<file path="src/cid_consts.svh">
`ifndef CID_CONSTS_SVH
`define CID_CONSTS_SVH

// ****************************************************************
// Timing
// ****************************************************************
`define CID_CLK_NS 25
`define CID_T_POWERON_NS 15000000
`define CID_T_POWERON_LV_NS 40000000
`define CID_T_LONG_NS 1520000
`define CID_T_SHORT_NS 37000
`define CID_CYC_POWERON (`CID_T_POWERON_NS / `CID_CLK_NS)
`define CID_CYC_LONG (`CID_T_LONG_NS / `CID_CLK_NS)
`define CID_CYC_SHORT (`CID_T_SHORT_NS / `CID_CLK_NS)

// ****************************************************************
// Command bit positions and reset values
// ****************************************************************
`define CID_OP_ADDR_BIT 7
`define CID_OP_PATTERN_BIT 6
`define CID_OP_FUNC_BIT 5
`define CID_OP_SHIFT_BIT 4
`define CID_OP_DISPCTL_BIT 3
`define CID_OP_ENTRY_BIT 2
`define CID_OP_HOME_BIT 1
`define CID_OP_CLEAR_BIT 0
`define CID_STATUS_BUSY_BIT 7
`define CID_CFG_RESET 16'h0210
`endif

</file>
<file path="src/cid_pkg.sv">
package cid_pkg;
	typedef enum logic [1:0] {
		CID_TGT_DISPLAY = 2'h0,
		CID_TGT_PATTERN = 2'h1,
		CID_TGT_SEGMENT = 2'h2
	} cid_target_t;
	typedef enum logic [1:0] {
		CID_ST_INIT = 2'h0,
		CID_ST_IDLE = 2'h1,
		CID_ST_BUSY = 2'h2
	} cid_state_t;
	typedef struct packed {
		logic display_on;
		logic cursor_on;
		logic cursor_blink;
		logic wide_font_bit;
		logic invert_cursor;
		logic four_line_bit;
		logic bus_width_bit;
		logic two_line;
		logic extension_enable;
		logic pattern_blink_enable;
		logic low_power_bit;
		logic addr_increment;
		logic entry_shift;
		logic [2:0] dot_scroll_amount;
	} cid_cfg_t;
	typedef struct packed {
		cid_target_t target;
		logic [6:0] addr;
		logic [7:0] data;
	} cid_ram_wr_t;
endpackage

</file>
<file path="src/cid_top.sv">
`timescale 1ns/100ps
`include "cid_consts.svh"
module cid_top #(
	parameter int POWERON_CYCLES = `CID_CYC_POWERON,
	parameter int LONG_CYCLES = `CID_CYC_LONG
) (
	// Clock and reset
	input wire logic clk,
	input wire logic reset_n,
	// Host transfer strobes, one cycle each
	input wire logic host_wr_stb,
	input wire logic host_rd_stb,
	input wire logic register_select_line,
	input wire logic [7:0] host_data_in,
	output logic [7:0] host_data_out,
	// Pins and RAM read path
	input wire logic extension_pin,
	input wire logic [7:0] ram_rd_data,
	// RAM access
	output logic ram_wr_stb,
	output cid_pkg::cid_ram_wr_t ram_wr,
	output cid_pkg::cid_target_t ram_target,
	output logic [6:0] ram_pointer,
	output logic display_clear_stb,
	// Settings
	output cid_pkg::cid_cfg_t cfg,
	output logic [6:0] display_offset,
	output logic low_power_active
);
	localparam int SHORT_CYCLES = `CID_CYC_SHORT;

	// ****************************************************************
	// Reset release
	// ****************************************************************
	logic rst_meta_reg;
	logic rst_n_sync;

	// Release through two flops; assertion stays asynchronous
	always_ff @(posedge clk or negedge reset_n) begin
		if (!reset_n) begin
			rst_meta_reg <= 1'b0;
			rst_n_sync <= 1'b0;
		end else begin
			rst_meta_reg <= 1'b1;
			rst_n_sync <= rst_meta_reg;
		end
	end

	// ****************************************************************
	// Decoder state
	// ****************************************************************
	cid_pkg::cid_state_t state_reg, state_next;
	cid_pkg::cid_cfg_t cfg_reg, cfg_next;
	cid_pkg::cid_ram_wr_t ram_wr_reg, ram_wr_next;
	cid_pkg::cid_target_t target_reg, target_next;
	logic [19:0] cnt_reg, cnt_next;
	logic [6:0] ptr_reg, ptr_next;
	logic [6:0] offset_reg, offset_next;
	logic [7:0] dout_reg, dout_next;
	logic [3:0] hi_nib_reg, hi_nib_next;
	logic nib_phase_reg, nib_phase_next;
	logic pat_sel_reg, pat_sel_next;
	logic wr_stb_reg, wr_stb_next;
	logic clr_stb_reg, clr_stb_next;
	logic lowpwr_act_reg, lowpwr_act_next;
	logic [7:0] cmd;
	logic [7:0] rbyte;
	logic idle;
	logic xfer_done;

	// Pointer step, wrapped to the width of the target RAM
	function automatic logic [6:0] cid_step(input logic [6:0] p,
		input logic up, input cid_pkg::cid_target_t t);
		logic [6:0] n;
		n = up ? 7'(p + 7'h01) : 7'(p - 7'h01);
		if (t == cid_pkg::CID_TGT_PATTERN)
			n = {1'b0, n[5:0]};
		else if (t == cid_pkg::CID_TGT_SEGMENT)
			n = {4'h0, n[2:0]};
		return n;
	endfunction

	// Command decode, busy timing and host transfers
	always_comb begin
		state_next = state_reg;
		cfg_next = cfg_reg;
		ram_wr_next = ram_wr_reg;
		cnt_next = cnt_reg;
		ptr_next = ptr_reg;
		offset_next = offset_reg;
		dout_next = dout_reg;
		hi_nib_next = hi_nib_reg;
		nib_phase_next = nib_phase_reg;
		pat_sel_next = pat_sel_reg;
		wr_stb_next = 1'b0;
		clr_stb_next = 1'b0;
		lowpwr_act_next = cfg_reg.low_power_bit & ~extension_pin;
		idle = (state_reg == cid_pkg::CID_ST_IDLE);
		xfer_done = cfg_reg.bus_width_bit | nib_phase_reg;
		cmd = cfg_reg.bus_width_bit ? host_data_in :
			{hi_nib_reg, host_data_in[7:4]};
		rbyte = 8'h00;
		unique case (state_reg)
			cid_pkg::CID_ST_INIT: begin
				// Defaults sit in cfg from reset; only the clear is issued
				if (cnt_reg == 20'(POWERON_CYCLES - 1))
					clr_stb_next = 1'b1;
				if (cnt_reg == 20'h00000)
					state_next = cid_pkg::CID_ST_IDLE;
				else
					cnt_next = cnt_reg - 20'h00001;
			end
			cid_pkg::CID_ST_BUSY: begin
				if (cnt_reg == 20'h00000)
					state_next = cid_pkg::CID_ST_IDLE;
				else
					cnt_next = cnt_reg - 20'h00001;
			end
			cid_pkg::CID_ST_IDLE: begin
				cnt_next = cnt_reg;
			end
		endcase
		// Writes only while idle; a busy write is dropped whole
		if (host_wr_stb && idle) begin
			if (!xfer_done) begin
				hi_nib_next = host_data_in[7:4];
				nib_phase_next = 1'b1;
			end else begin
				nib_phase_next = 1'b0;
				if (register_select_line) begin
					ram_wr_next.data = cmd;
					ram_wr_next.addr = ptr_reg;
					ram_wr_next.target = target_reg;
					wr_stb_next = 1'b1;
					ptr_next = cid_step(ptr_reg, cfg_reg.addr_increment,
						target_reg);
					if (cfg_reg.entry_shift)
						offset_next = cfg_reg.addr_increment ?
							7'(offset_reg + 7'h01) :
							7'(offset_reg - 7'h01);
					state_next = cid_pkg::CID_ST_BUSY;
					cnt_next = 20'(SHORT_CYCLES - 1);
				end else begin
					state_next = cid_pkg::CID_ST_BUSY;
					cnt_next = 20'(SHORT_CYCLES - 1);
					if (cmd[`CID_OP_ADDR_BIT]) begin
						if (cfg_reg.extension_enable) begin
							// Bit 3 is a don't-care
							cfg_next.dot_scroll_amount = cmd[6:4];
							ptr_next = {4'h0, cmd[2:0]};
						end else begin
							ptr_next = cmd[6:0];
							pat_sel_next = 1'b0;
						end
					end else if (cmd[`CID_OP_PATTERN_BIT]) begin
						if (!cfg_reg.extension_enable) begin
							ptr_next = {1'b0, cmd[5:0]};
							pat_sel_next = 1'b1;
						end else begin
							state_next = cid_pkg::CID_ST_IDLE;
							cnt_next = cnt_reg;
						end
					end else if (cmd[`CID_OP_FUNC_BIT]) begin
						cfg_next.bus_width_bit = cmd[4];
						cfg_next.two_line = cmd[3];
						cfg_next.extension_enable = cmd[2];
						if (cmd[2]) begin
							cfg_next.pattern_blink_enable = cmd[1];
							cfg_next.low_power_bit = cmd[0];
						end
					end else if (cmd[`CID_OP_SHIFT_BIT]) begin
						// Bits 1:0 are don't-cares
						if (cmd[3])
							offset_next = cmd[2] ? 7'(offset_reg + 7'h01) :
								7'(offset_reg - 7'h01);
						else
							ptr_next = cid_step(ptr_reg, cmd[2], target_reg);
					end else if (cmd[`CID_OP_DISPCTL_BIT]) begin
						if (cfg_reg.extension_enable) begin
							cfg_next.wide_font_bit = cmd[2];
							cfg_next.invert_cursor = cmd[1];
							cfg_next.four_line_bit = cmd[0];
						end else begin
							cfg_next.display_on = cmd[2];
							cfg_next.cursor_on = cmd[1];
							cfg_next.cursor_blink = cmd[0];
						end
					end else if (cmd[`CID_OP_ENTRY_BIT]) begin
						cfg_next.addr_increment = cmd[1];
						cfg_next.entry_shift = cmd[0];
					end else if (cmd[`CID_OP_HOME_BIT]) begin
						ptr_next = 7'h00;
						pat_sel_next = 1'b0;
						offset_next = 7'h00;
						cnt_next = 20'(LONG_CYCLES - 1);
					end else if (cmd[`CID_OP_CLEAR_BIT]) begin
						clr_stb_next = 1'b1;
						ptr_next = 7'h00;
						pat_sel_next = 1'b0;
						offset_next = 7'h00;
						cnt_next = 20'(LONG_CYCLES - 1);
					end else begin
						state_next = cid_pkg::CID_ST_IDLE;
						cnt_next = cnt_reg;
					end
				end
			end
		end else if (host_rd_stb) begin
			// Status answers at any time; data only while idle
			if (!register_select_line)
				rbyte = {!idle, ptr_reg};
			else if (idle)
				rbyte = ram_rd_data;
			dout_next = cfg_reg.bus_width_bit ? rbyte :
				(nib_phase_reg ? {rbyte[3:0], 4'h0} :
				{rbyte[7:4], 4'h0});
			nib_phase_next = !xfer_done;
			if (xfer_done && register_select_line && idle)
				ptr_next = cid_step(ptr_reg, cfg_reg.addr_increment,
					target_reg);
		end
		// Segment RAM while extended, else by the last address load
		target_next = cfg_next.extension_enable ?
			cid_pkg::CID_TGT_SEGMENT : (pat_sel_next ?
			cid_pkg::CID_TGT_PATTERN : cid_pkg::CID_TGT_DISPLAY);
	end

	// Registers; reset values are the power-on defaults
	always_ff @(posedge clk or negedge rst_n_sync) begin
		if (!rst_n_sync) begin
			state_reg <= cid_pkg::CID_ST_INIT;
			cfg_reg <= `CID_CFG_RESET;
			ram_wr_reg <= '0;
			target_reg <= cid_pkg::CID_TGT_DISPLAY;
			cnt_reg <= 20'(POWERON_CYCLES - 1);
			ptr_reg <= 7'h00;
			offset_reg <= 7'h00;
			dout_reg <= 8'h00;
			hi_nib_reg <= 4'h0;
			nib_phase_reg <= 1'b0;
			pat_sel_reg <= 1'b0;
			wr_stb_reg <= 1'b0;
			clr_stb_reg <= 1'b0;
			lowpwr_act_reg <= 1'b0;
		end else begin
			state_reg <= state_next;
			cfg_reg <= cfg_next;
			ram_wr_reg <= ram_wr_next;
			target_reg <= target_next;
			cnt_reg <= cnt_next;
			ptr_reg <= ptr_next;
			offset_reg <= offset_next;
			dout_reg <= dout_next;
			hi_nib_reg <= hi_nib_next;
			nib_phase_reg <= nib_phase_next;
			pat_sel_reg <= pat_sel_next;
			wr_stb_reg <= wr_stb_next;
			clr_stb_reg <= clr_stb_next;
			lowpwr_act_reg <= lowpwr_act_next;
		end
	end

	// Outputs straight from flops
	assign host_data_out = dout_reg;
	assign ram_wr_stb = wr_stb_reg;
	assign ram_wr = ram_wr_reg;
	assign ram_target = target_reg;
	assign ram_pointer = ptr_reg;
	assign display_clear_stb = clr_stb_reg;
	assign cfg = cfg_reg;
	assign display_offset = offset_reg;
	assign low_power_active = lowpwr_act_reg;

	logic cmd8_ok;
	assign cmd8_ok = host_wr_stb && idle && !register_select_line &&
		cfg_reg.bus_width_bit;
endmodule

</file>
<file path="config.mk">
export PLATFORM = sky130hd
export DESIGN_NAME = cid_top
export DESIGN_NICKNAME = d
export VERILOG_FILES = /design/src/cid_pkg.sv /design/src/cid_top.sv
export VERILOG_INCLUDE_DIRS = /design/src /design/src/src
export SDC_FILE = /design/constraint.sdc
export NUM_CORES = 1
export LEC_CHECK = 0
export BUFFER_PORTS_ARGS = -buffer_cell sky130_fd_sc_hd__buf_4
export CAP_MARGIN = 30
export CORE_ASPECT_RATIO = 2
export CORE_MARGIN = 2
export CORE_UTILIZATION = 39
export CTS_CLUSTER_DIAMETER = 120
export DETAILED_ROUTE_END_ITERATION = 7
export PLACE_DENSITY_LB_ADDON = 0.1
export SYNTH_ARGS = -nofsm -noshare
export SYNTH_HDL_FRONTEND = slang
export SYNTH_SLANG_ARGS = --single-unit
</file>
<file path="constraint.sdc">
create_clock -name clk -period 2.94 [get_ports clk]
set_input_delay 0.441 -clock clk [delete_from_list [all_inputs] [get_ports clk]]
set_output_delay 0.441 -clock clk [all_outputs]
set_load 0.01 [all_outputs]
</file>
======== Yosys cells after proc, flatten, opt, wreduce, memory -nomap -nowiden ========
Index checks and enable logic that the tools add are counted.
cells by class
  $add $sub $neg .......................... 5
  multipliers ............................. 0
  divide/modulo/power cells ............... 0
  $lt $le $gt $ge ......................... 0
  equality and inequality tests ........... 20
  shift-type cells ........................ 0
  muxes and demuxes ....................... 111
  bitwise operators ....................... 12
  reductions and logical operators ........ 23
operator list
  cell                                                                      count
  20-bit two-way mux                                                        13
  7-bit two-way mux                                                         31
  8-bit two-way mux                                                         8
  2-bit two-way mux                                                         20
  20-bit one-hot mux with 2 select lines                                    1
  1-bit two-way mux                                                         33
  9-bit AND reduction                                                       3
  20-bit == test (second input constant)                                    1
  20-bit zero test                                                          1
  20-bit by 1-bit subtractor with 20-bit output (second input constant)     1
  5-bit inequality test (second input constant)                             3
  7-bit by 1-bit adder with 7-bit output (second input constant)            2
  7-bit by 1-bit subtractor with 7-bit output (second input constant)       2
  6-bit inequality test (second input constant)                             2
  11-bit inequality test (second input constant)                            1
  5-bit two-way mux                                                         2
  1-bit inverter                                                            10
  10-bit AND reduction                                                      1
  3-bit two-way mux                                                         3
  2-bit inequality test (second input constant)                             4
  8-bit AND reduction                                                       1
  7-bit inequality test (second input constant)                             1
  7-bit AND reduction                                                       1
  3-bit by 2-bit inequality test with 1-bit output (second input constant)  2
  other kinds (16)                                                          24
storage, ports and cells
  flip-flop bits (word level) ............. 90
  bits in latches ......................... 0
  memory bits (writable) .................. 0
  ROM bits ................................ 0
  input port bits ......................... 22
  output and inout bits ................... 60
  logic and storage cells ................. 202
  memories ................................ 0

======== Longest topological paths before layout ========
Gate-level depths: netlist of run 1.
  word-level depth ........................ 14
  gate-level depth with buffers ........... 9
  depth with buffers taken out ............ 8

======== Worst setup path after synthesis of run 1 ========
No wires, ideal clock.
  path type ............................... flip-flop to flip-flop
  start ................................... register cfg_reg, in the netlist cfg[9]
  end ..................................... register cfg_reg, in the netlist cfg[11]
  setup time .............................. 127 ps
  data arrival time ....................... 2,098 ps
  required time ........................... 2,813 ps
  setup slack ............................. 714 ps
  stages on the path, launching flop included .. 6
  buffers on the path ..................... 1
  clock period less this slack ............ 2,226 ps
  path through ............................ dfstp_2 > buf_4 > mux2i_1 > nand3_1 > or4_4 > mux2_1
between the ends
  word-level cells in the longest chain between the ends .. 3
  elaborated cells between the ends (all ways) .. 7
  those cells by class .................... mux (1); bitwise (5); reduce/logical (1)
ends and longest elaborated chain
  what                           RTL line        RTL
  start, declared                cid_top.sv:53   cid_pkg::cid_cfg_t cfg_reg, cfg_next;
  start signal, assigned         cid_top.sv:232  cfg_reg <= `CID_CFG_RESET;
  start signal, assigned         cid_top.sv:247  cfg_reg <= cfg_next;
  8-bit two-way mux              cid_top.sv:100  cmd = cfg_reg.bus_width_bit ? host_data_in :
  1-bit inverter (no line)       -
  9-bit AND reduction (no line)  -
Several ways; a longest one is shown, not always the timed one.
A chain may end at the register's enable or synchronous reset.

======== Worst setup path after layout of run 1 ========
  start ................................... register cfg_reg, in the netlist cfg[9]
  end ..................................... register offset_reg[6] (netlist: display_offset[6])
between the ends
  word-level cells in the longest chain between the ends .. 9
  elaborated cells between the ends (all ways) .. 20
  those cells by class .................... eq/ne (6); mux (11); bitwise (1); reduce/logical (2)
ends and longest elaborated chain
  what                  RTL line        RTL
  8-bit two-way mux     cid_top.sv:100
  7-bit two-way mux     cid_top.sv:191  end else if (cmd[`CID_OP_HOME_BIT]) begin
  7-bit two-way mux     cid_top.sv:188  end else if (cmd[`CID_OP_ENTRY_BIT]) begin
  7-bit two-way mux     cid_top.sv:178  end else if (cmd[`CID_OP_DISPCTL_BIT]) begin
  7-bit two-way mux     cid_top.sv:171  end else if (cmd[`CID_OP_SHIFT_BIT]) begin
  7-bit two-way mux     cid_top.sv:163  end else if (cmd[`CID_OP_FUNC_BIT]) begin
  7-bit two-way mux     cid_top.sv:155  end else if (cmd[`CID_OP_PATTERN_BIT]) begin
  7-bit two-way mux     cid_top.sv:146  if (cmd[`CID_OP_ADDR_BIT]) begin
  7-bit two-way mux     cid_top.sv:130  if (register_select_line) begin
  end signal, assigned  cid_top.sv:252  offset_reg <= offset_next;
  end, declared         cid_top.sv:58   logic [6:0] offset_reg, offset_next;
Several ways; a longest one is shown, not always the timed one. The select of a mux whose other input is x is not followed.

==> impl_metrics.tcl, run 1 <==
set metrics [dict create \
    tightest_slew_ns 0.864 \
    ctsResizeCount 0 \
    drtAntennaViolNets 0 \
    avgViaCountPerCell 5.99 \
    cts_inserted_buffers 9 \
    start_kind "register" \
    hpwl_um 12000 \
    ys_ff_latch 89 \
    slowest_delay_ns 0.82 \
    yosysUniqueCellTypes 66 \
    worstPathMaxFanout 22 \
    post_route_cells_drive_above_1_share_pct 28.6 \
    htreeDepth 3 \
    cp_data_arrival_time_ns 2.93 \
    n_antenna_cell 0 \
    relSlewSlack_pct 40.8 \
    drc 0 \
    synth_cells 552 \
    synth_flop_cell "dfrtp_1" \
    core_um2 13000 \
    grt_setup_unrepaired "false" \
    cts_num_sinks 89 \
    min_period_ns 2.67 \
    dieWidth_um 85.4 \
    portBuffers 81 \
    period_share_pct 90.9 \
    r2r-end "display_offset[6]" \
    wl_um 16000 \
    grt_pass1_vias 4666 \
    grt_pass1_wl_um 25200 \
    rows 59 \
    finalSetupViolCount 0 \
    io_pins 82 \
    start_util_pct 39.8 \
    cp.required_ns 3.20 \
    critPathSlowestCell "dfstp_2" \
    hold_path_class "register to async pin" \
    power_density_nw_per_um2 416 \
    slew_viol_final 0 \
    r2r_start "cfg[9]" \
    die_h_um 167 \
    syn_nets 581 \
    ir_worst_vdd_mv 0.375 \
    crit_type "register to register" \
    vias 4742 \
    path_cells "nor3b_1 > nor2_1 > or4_4 > o21ai_2 > a21oi_1 > a41oi_1" \
    timing.fmax_ghz 0.374 \
    dr.pass1.iters 5 \
    rrSetupSlack_ns 0.27 \
    clkTransAtPathRegs_ns 0.08 \
    track_usage_pct 22.7 \
    synth_edf_count 0 \
    finalSetupTns_ns 0 \
    startpoint "cfg[9]" \
    ys_seq_area_share_pct 43.4 \
    maxCapViolCount 0 \
    drtIter0Drc 250 \
    status "completed" \
    final_common_cell "buf_4" \
    post-route-util_pct 48.5 \
    nets 663 \
    clock_path_buffers 2 \
    cts_tree "built" \
    wl_per_cell_um 20.2 \
    die_area_um2 14200 \
    synth_warnings 0 \
    r2r_cells 6 \
    largest_reg_flops 20 \
    async_flop_share_pct 100 \
    synth_area_um2 5170 \
    cts-root-buf "clkbuf_16" \
    end_kind "register" \
    clock_latency_ns 0.35 \
    antenna_found_initial 0 \
    area_delta_synth_final_pct 21.8 \
    syn_avg_cell_area_um2 9.37 \
    fin_skew_ns 0.00837 \
    power_leakage_nw 2.74 \
    grt-ovfl-total 0 \
    finalHoldViolCount 0 \
    crit_end "display_offset[6]" \
    final_cell_mix "buf_4 (97), dfrtp_1 (73), o21ai_0 (48), nand2_1 (46), nor2_1 (45)" \
    finalWeightedCongestion 0.962 \
    grt_max_degree 73 \
]
[cell type report]
cell class | count | area (um2)
timing repair buffer | 99 | 758
sequential | 89 | 2250
tap | 152 | 190
clock inverter | 7 | 73.8
multi-input combinational | 419 | 2740
inverter | 16 | 60.1
fill | 1285 | 6700
clock buffer | 9 | 225
[kinds of logic (layout without fill, tap and decap cells)]
kind of cell	count (synthesis)	count (layout)	share of synthesized area, %
AO/OA/AOI/OAI	157	157	19.6
buffers and inverters	44	131	3.68
flip-flops	89	89	43.4
multiplexers	43	43	9.10
other	1	1	0.0725
XOR/XNOR	9	9	1.52
AND/OR/NAND/NOR	202	202	20.9
adder cells (fa/ha/maj)	7	7	1.69
[synthesized netlist by cell type (all sizes together) (8+ instances only)]
master / number / area share, %
mux2: 32 / 7.0
nor3: 19 / 1.9
nand4: 9 / 1.1
xnor2: 9 / 1.5
nor4: 10 / 1.6
dfstp: 15 / 7.6
o21ai: 54 / 5.4
clkbuf: 16 / 1.2
inv: 16 / 1.2
nor2: 45 / 3.3
dfrtp: 74 / 36
a31oi: 18 / 2.2
a21oi: 27 / 2.6
mux2i: 11 / 2.1
buf: 12 / 1.4
or2: 8 / 0.97
nand3: 19 / 1.8
nand2: 46 / 3.3
nand2b: 8 / 0.97
[power by group]
group | internal (mW) | switching (mW) | total (mW)
Clock | 0.600 | 0.557 | 1.16
Combinational | 0.0717 | 0.128 | 0.199
Sequential | 1.24 | 0.0229 | 1.26
[timing repair]
action                    4_1_cts  5_1_grt
buffers inserted                0        0
hold buffers                    1        0
hold endpoints to repair        2        0
[stage by stage]
| step | instances | area [um2] | worst slack (ns) | hold slack (ns) | power, mW |
|---|---|---|---|---|---|
| global route | 791 | 6300 | 0.106 | 0.217 | 2.72 |
| floorplan | 552 | 5170 | 0.304 | 0.145 | 1.38 |
| finish | 791 | 6300 | 0.269 | 0.192 | 2.62 |
| detailed placement | 774 | 5990 | 0.312 | 0.197 | 1.48 |
| CTS | 791 | 6300 | 0.292 | 0.205 | 2.65 |
| global placement | 774 | 5990 | 0.377 | 0.188 | 1.48 |
[critical path, delay by kind of cell, from the launching register on]
kind | cells | cell delay [ns]
and+or+nand+nor | 3 | 0.98
DFF | 1 | 0.82
AOI/OAI and AO/OA | 3 | 0.78
[worst min path at each step]
| stage | from | to | slack (ns) | cells after the start |
|---|---|---|---|---|
| floorplan | reset_n | rst_meta_reg | 0.15 | 0 |
| global placement | rst_n_sync | ram_wr[0] | 0.19 | 0 |
| detailed placement | rst_n_sync | ram_wr_stb | 0.20 | 0 |
| CTS | rst_n_sync | ram_wr_stb | 0.21 | 0 |
| global route | rst_n_sync | ram_wr_stb | 0.22 | 0 |
| finish | rst_n_sync | ram_wr_stb | 0.19 | 0 |
[layer usage]
layer  part of all wire, %  GRT usage, %  vias to the layer above
met1                    36          24.0                     2330
li1                      -             -                     2206
met4                   5.1          11.2                        0
met3                   3.7          3.37                       49
met5                     0             0                        -
met2                    55          42.4                      157
No activity file was read; power rests on OpenSTA's default activity.
==> run 2, diff against run 1 <==
- clock period: 2.94 -> 3.5 ns (I/O delays scaled with it)
==> impl_metrics.tcl, run 2 (synthesized netlist as in run 1, its figures left out) <==
set metrics [dict create \
    largest_reg_flops 20 \
    worstPathMaxFanout 31 \
    cp.required_ns 3.75 \
    post_layout_nonfiller_instances 784 \
    finalHoldViolCount 0 \
    start_util_pct 39.8 \
    cts_inserted_buffers 9 \
    final_cell_mix "buf_4 (91), dfrtp_1 (73), o21ai_0 (48), nand2_1 (46), nor2_1 (45)" \
    r2r_cells 6 \
    io_pins 82 \
    setup_ws_ns 0.596 \
    min_period_ns 2.90 \
    die_h_um 167 \
    power_density_nw_per_um2 364 \
    startpoint "cfg[9]" \
    die_area_um2 14200 \
    grt_pass1_wl_um 24400 \
    rrSetupSlack_ns 0.60 \
    finalSetupTns_ns 0 \
    drc 0 \
    finalSetupViolCount 0 \
    cts_num_sinks 89 \
    post_route_cells_drive_above_1_share_pct 27.8 \
    period_share_pct 83.0 \
    power_leakage_nw 2.72 \
    end_kind "register" \
    cts-root-buf "clkbuf_16" \
    wl_per_cell_um 19.8 \
    dieWidth_um 85.4 \
    relSlewSlack_pct 39.2 \
    dr.pass1.iters 4 \
    clkTransAtPathRegs_ns 0.07 \
    holdPathStages 2 \
    nFillCells 1274 \
    place_ws_ns 0.627 \
    post_cts_buffers 0 \
    ctsResizeCount 0 \
    core_um2 13000 \
    hold_path_class "input port to register" \
    htreeDepth 3 \
    start_kind "register" \
    finalWeightedCongestion 0.937 \
    track_usage_pct 22.1 \
    grt_max_degree 43 \
    hpwl_um 11700 \
    maxCapViolCount 0 \
    r2r-end "display_offset[6]" \
    drtIter0Drc 197 \
    clock_path_buffers 2 \
    hold_path_end "low_power_active" \
    ir_worst_vdd_mv 0.240 \
    avgViaCountPerCell 5.95 \
    dp.cells 767 \
    fin_skew_ns 0.00972 \
    area_delta_synth_final_pct 21.2 \
    vias 4663 \
    nets 656 \
    final_common_cell "buf_4" \
    n_antenna_cell 0 \
    holdWs_ns 0.315 \
    crit_type "register to register" \
    status "completed" \
    multiInputGateArea_um2 2740 \
    grt_setup_unrepaired "false" \
    antenna_found_initial 0 \
    slew_viol_final 0 \
    rows 59 \
    timing.fmax_ghz 0.344 \
    r2r_start "cfg[9]" \
    cts_hold_buf 1 \
    grt_pass1_vias 4527 \
    cp_data_arrival_time_ns 3.15 \
    tightest_slew_ns 0.886 \
    portBuffers 81 \
    clock_latency_ns 0.35 \
    holdCritStartpoint "extension_pin" \
    cts_tree "built" \
    wl_um 15500 \
    drtAntennaViolNets 0 \
    grt-ovfl-total 0 \
    register_area_um2 2250 \
]
-- run 2: cell count changes in the layout (fill, tap and decap cells not counted) --
cell        before  now
buf_12           1    0
clkinvlp_4       2    1
clkinv_4         1    0
clkinv_8         1    0
inv_8            3    1
bufinv_16        0    2
buf_4           97   91
inv_6            0    3
-- run 2: power breakdown --
group / internal [mW] / switching [mW] / leakage [nW] / total [mW]
Clock: 0.638 / 0.435 / 0.159 / 1.07
Combinational: 0.0515 / 0.0935 / 1.41 / 0.145
Sequential: 1.04 / 0.0229 / 1.14 / 1.06
Total: 1.73 / 0.552 / 2.72 / 2.28
-- run 2: routing by layer --
metal / part of all wire, % / track usage (%)
met1: 36 / 23.4
met4: 4.6 / 11.5
met2: 55 / 40.9
met5: 0 / 0
met3: 4.0 / 3.47
-- run 2: critical path, stage by stage (launching register included) --
cell and delay, ns:
dfstp_2 0.90, nand2b_1 0.16, o32a_1 0.38, or4_4 0.57, o21ai_2 0.45, a21oi_1 0.12, a41oi_1 0.21
-- run 2: layout make-up --
| type | count | share of cell area, % |
|---|---|---|
| clock buffers | 9 | 3.60 |
| clock inverters | 7 | 1.68 |
| inverters | 16 | 0.959 |
| multi-input cells | 419 | 43.7 |
| flip-flops and latches | 89 | 35.9 |
| well taps | 152 | 3.04 |
| repair buffers | 92 | 11.1 |
-- run 2: stage by stage --
stage	utilization [%]	area, um2	power [mW]
floorplan	-	5170	1.16
detailed placement	45.6	5920	1.23
global route	48.2	6260	2.37
CTS	48.2	6260	2.31
global placement	45.6	5920	1.22
finish	48.2	6260	2.28
-- run 2: how the worst max path moves through the flow --
stage | to | slack [ns]
after floorplan | cfg[0] | 0.86
after global placement | ram_pointer[6] | 0.70
after detailed placement | display_offset[6] | 0.63
after CTS | display_offset[6] | 0.60
after global routing | display_offset[6] | 0.35
final | display_offset[6] | 0.60
==> run 3, diff against run 2 <==
- ABC_AREA: default -> 1
- clock period: 3.5 -> 2.8 ns (I/O delays scaled with it)
==> impl_metrics.tcl, run 3 <==
set metrics [dict create \
    dieWidth_um 85.8 \
    yosysUniqueCellTypes 43 \
    largest_reg_flops 20 \
    synth_flop_cell "dfrtp_1" \
    start_util_pct 40.0 \
    yosys.area_share.xor_xnor_pct 3.52 \
    drtIter0Drc 345 \
    finalWeightedCongestion 1.02 \
    synth.most_common_cell "nand2_1" \
    synth_compound_area_share_pct 13.9 \
    final_cell_mix "nand2_1 (171), buf_4 (83), dfrtp_1 (73), nor2_1 (68), inv_1 (65)" \
    fin_skew_ns 0.00875 \
    power_density_nw_per_um2 431 \
    relSlewSlack_pct 55.7 \
    synth_warnings 0 \
    start_kind "register" \
    cp.required_ns 3.05 \
    netlist.area_leader.share_pct 35.5 \
    syn_nets 719 \
    n_antenna_cell 0 \
    clock_path_buffers 2 \
    finalSetupViolCount 0 \
    violations "DRC" \
    grt_pass1_wl_um 27300 \
    cp_data_arrival_time_ns 2.66 \
    synth_area_um2 5220 \
    final_common_cell "nand2_1" \
    track_usage_pct 24.8 \
    grt_max_degree 46 \
    cts_inserted_buffers 9 \
    syn_avg_cell_area_um2 7.57 \
    synth_cells 690 \
    min_period_ns 2.40 \
    period_share_pct 85.8 \
    core_um2 13100 \
    r2r_cells 8 \
    rows 59 \
    ir_worst_vdd_mv 0.311 \
    antenna_found_initial 0 \
    wl_um 17100 \
    finalSetupTns_ns 0 \
    vias 5028 \
    synth_edf_count 0 \
    synth_top_family_by_area "simple AND/OR/NAND/NOR gates" \
    dr.pass1.iters 8 \
    hold_path_class "input port to register" \
    async_flop_share_pct 100 \
    drtAntennaViolNets 0 \
    yosys.area_share.simple_pct 30.6 \
    post_route_cells_drive_above_1_share_pct 20.2 \
    synth.top_cells.by_count "nand2_1 (171), dfrtp_1 (74), nor2_1 (68), inv_1 (65), o21ai_0 (62)" \
    crit_type "register to register" \
    yosys.area.top_type "dfrtp_1" \
    clkTransAtPathRegs_ns 0.07 \
    synth-adder-area-share_pct 1.68 \
    synthTopCellsByArea "dfrtp_1 (35%), nand2_1 (12%), dfstp_2 (7.5%), o21ai_0 (5.9%), nand3_1 (5.7%)" \
    place_ws_ns 0.426 \
    die_h_um 168 \
    status "complete, but fails checks" \
    avgViaCountPerCell 5.42 \
    nets 800 \
    htreeDepth 3 \
    end_kind "register" \
    finalHoldViolCount 0 \
    drc 4 \
    hpwl_um 13700 \
    ys_ff_latch 89 \
    maxCapViolCount 0 \
    grt-ovfl-total 0 \
    worstPathMaxFanout 19 \
    tightest_slew_ns 0.664 \
    grt_pass1_vias 5169 \
    power_leakage_nw 2.97 \
    cts-root-buf "clkbuf_16" \
    clock_latency_ns 0.34 \
    timing.fmax_ghz 0.416 \
    synth_mux_area_share_pct 0 \
    wl_per_cell_um 18.5 \
    ys_seq_area_share_pct 43.0 \
    setup_ws_ns 0.399 \
    grt_setup_unrepaired "false" \
    cts_tree "built" \
    io_pins 82 \
    cts_num_sinks 89 \
    holdPathStages 2 \
    slew_viol_final 0 \
    die_area_um2 14400 \
    portBuffers 81 \
    area_delta_synth_final_pct 20.3 \
]
-- run 3: cell count changes after synthesis, sizes merged, moves of 10 or more --
| cell | previous run | this run |
|---|---|---|
| mux2 | 32 | 0 |
| o21ai | 54 | 90 |
| mux2i | 11 | 0 |
| a31oi | 18 | 5 |
| nand3 | 19 | 62 |
| nor2 | 45 | 78 |
| xor2 | 0 | 18 |
| a21oi | 27 | 16 |
| nand2 | 46 | 178 |
| inv | 16 | 75 |
| clkbuf | 16 | 6 |
-- run 3: path summary, 6_finish.rpt --
| kind | slack [ns] | startpoint | endpoint |
|---|---|---|---|
| min | 0.23 | extension_pin | low_power_active |
| min in group asynchronous | 0.36 | rst_n_sync | host_data_out[1] |
| max | 0.40 | cfg[9] | cnt_reg[5] |
| max reg2reg | 0.40 | cfg[9] | cnt_reg[5] |
| min reg2reg | 0.36 | rst_n_sync | host_data_out[1] |
| max in group asynchronous | 1.72 | rst_n_sync | cnt_reg[7] |
-- run 3: cell type report --
class	count	area [um2]
Fill cell	1320	6780
Multi-Input combinational cell	511	2600
Sequential cell	89	2250
Timing Repair Buffer	85	653
Inverter	75	287
Clock buffer	10	229
Tap cell	152	190
Clock inverter	6	72.6
-- run 3: logic make-up (layout without fill, tap and decap cells) --
kind of cell             after synthesis  in the layout
AO/OA/AOI/OAI                        128            128
XOR/XNOR                              21             21
adder cells (fa/ha/maj)                7              7
buffers and inverters                 90            176
flip-flops                            89             89
other                                  1              1
AND/OR/NAND/NOR                      354            354
-- run 3: power by group --
| part | switching [mW] | internal, mW | total [mW] |
|---|---|---|---|
| combinational | 0.105 | 0.0552 | 0.160 |
| sequential | 0.0174 | 1.29 | 1.31 |
| clock | 0.532 | 0.705 | 1.24 |
| total | 0.655 | 2.05 | 2.71 |
-- run 3: per-layer routing --
| layer | global-route usage, % | share of wire, % |
|---|---|---|
| met1 | 23.7 | 32 |
| met4 | 15.4 | 6.4 |
| met2 | 47.8 | 58 |
| met3 | 3.10 | 3.5 |
| met5 | 0 | 0 |
-- run 3: critical path, cell delays in order, from the launching register on --
cell and delay, ns:
dfstp_2 0.79, inv_4 0.11, nand2_1 0.08, nand2_1 0.23, nor2_1 0.26, nand2_1 0.11, nor3_2 0.35, nand3_1 0.22
o211ai_1 0.16
-- run 3: what timing repair did --
action                    CTS  global route
hold endpoints to repair    2             0
resized for setup           0             0
hold buffers                1             0
setup buffers               0             0
-- run 3: stage by stage --
| stage | instance area, um2 | power, mW | hold WS (ns) | instances | utilization, % |
|---|---|---|---|---|---|
| 2_1_floorplan | 5220 | 1.42 | 0.124 | 690 | - |
| 3_3_place_gp | 5970 | 1.49 | 0.202 | 911 | 45.7 |
| 3_5_place_dp | 5970 | 1.50 | 0.205 | 911 | 45.7 |
| 4_1_cts | 6280 | 2.75 | 0.215 | 928 | 48.1 |
| 5_1_grt | 6280 | 2.80 | 0.220 | 928 | 48.1 |
| 6_report | 6280 | 2.71 | 0.227 | 928 | 48.1 |
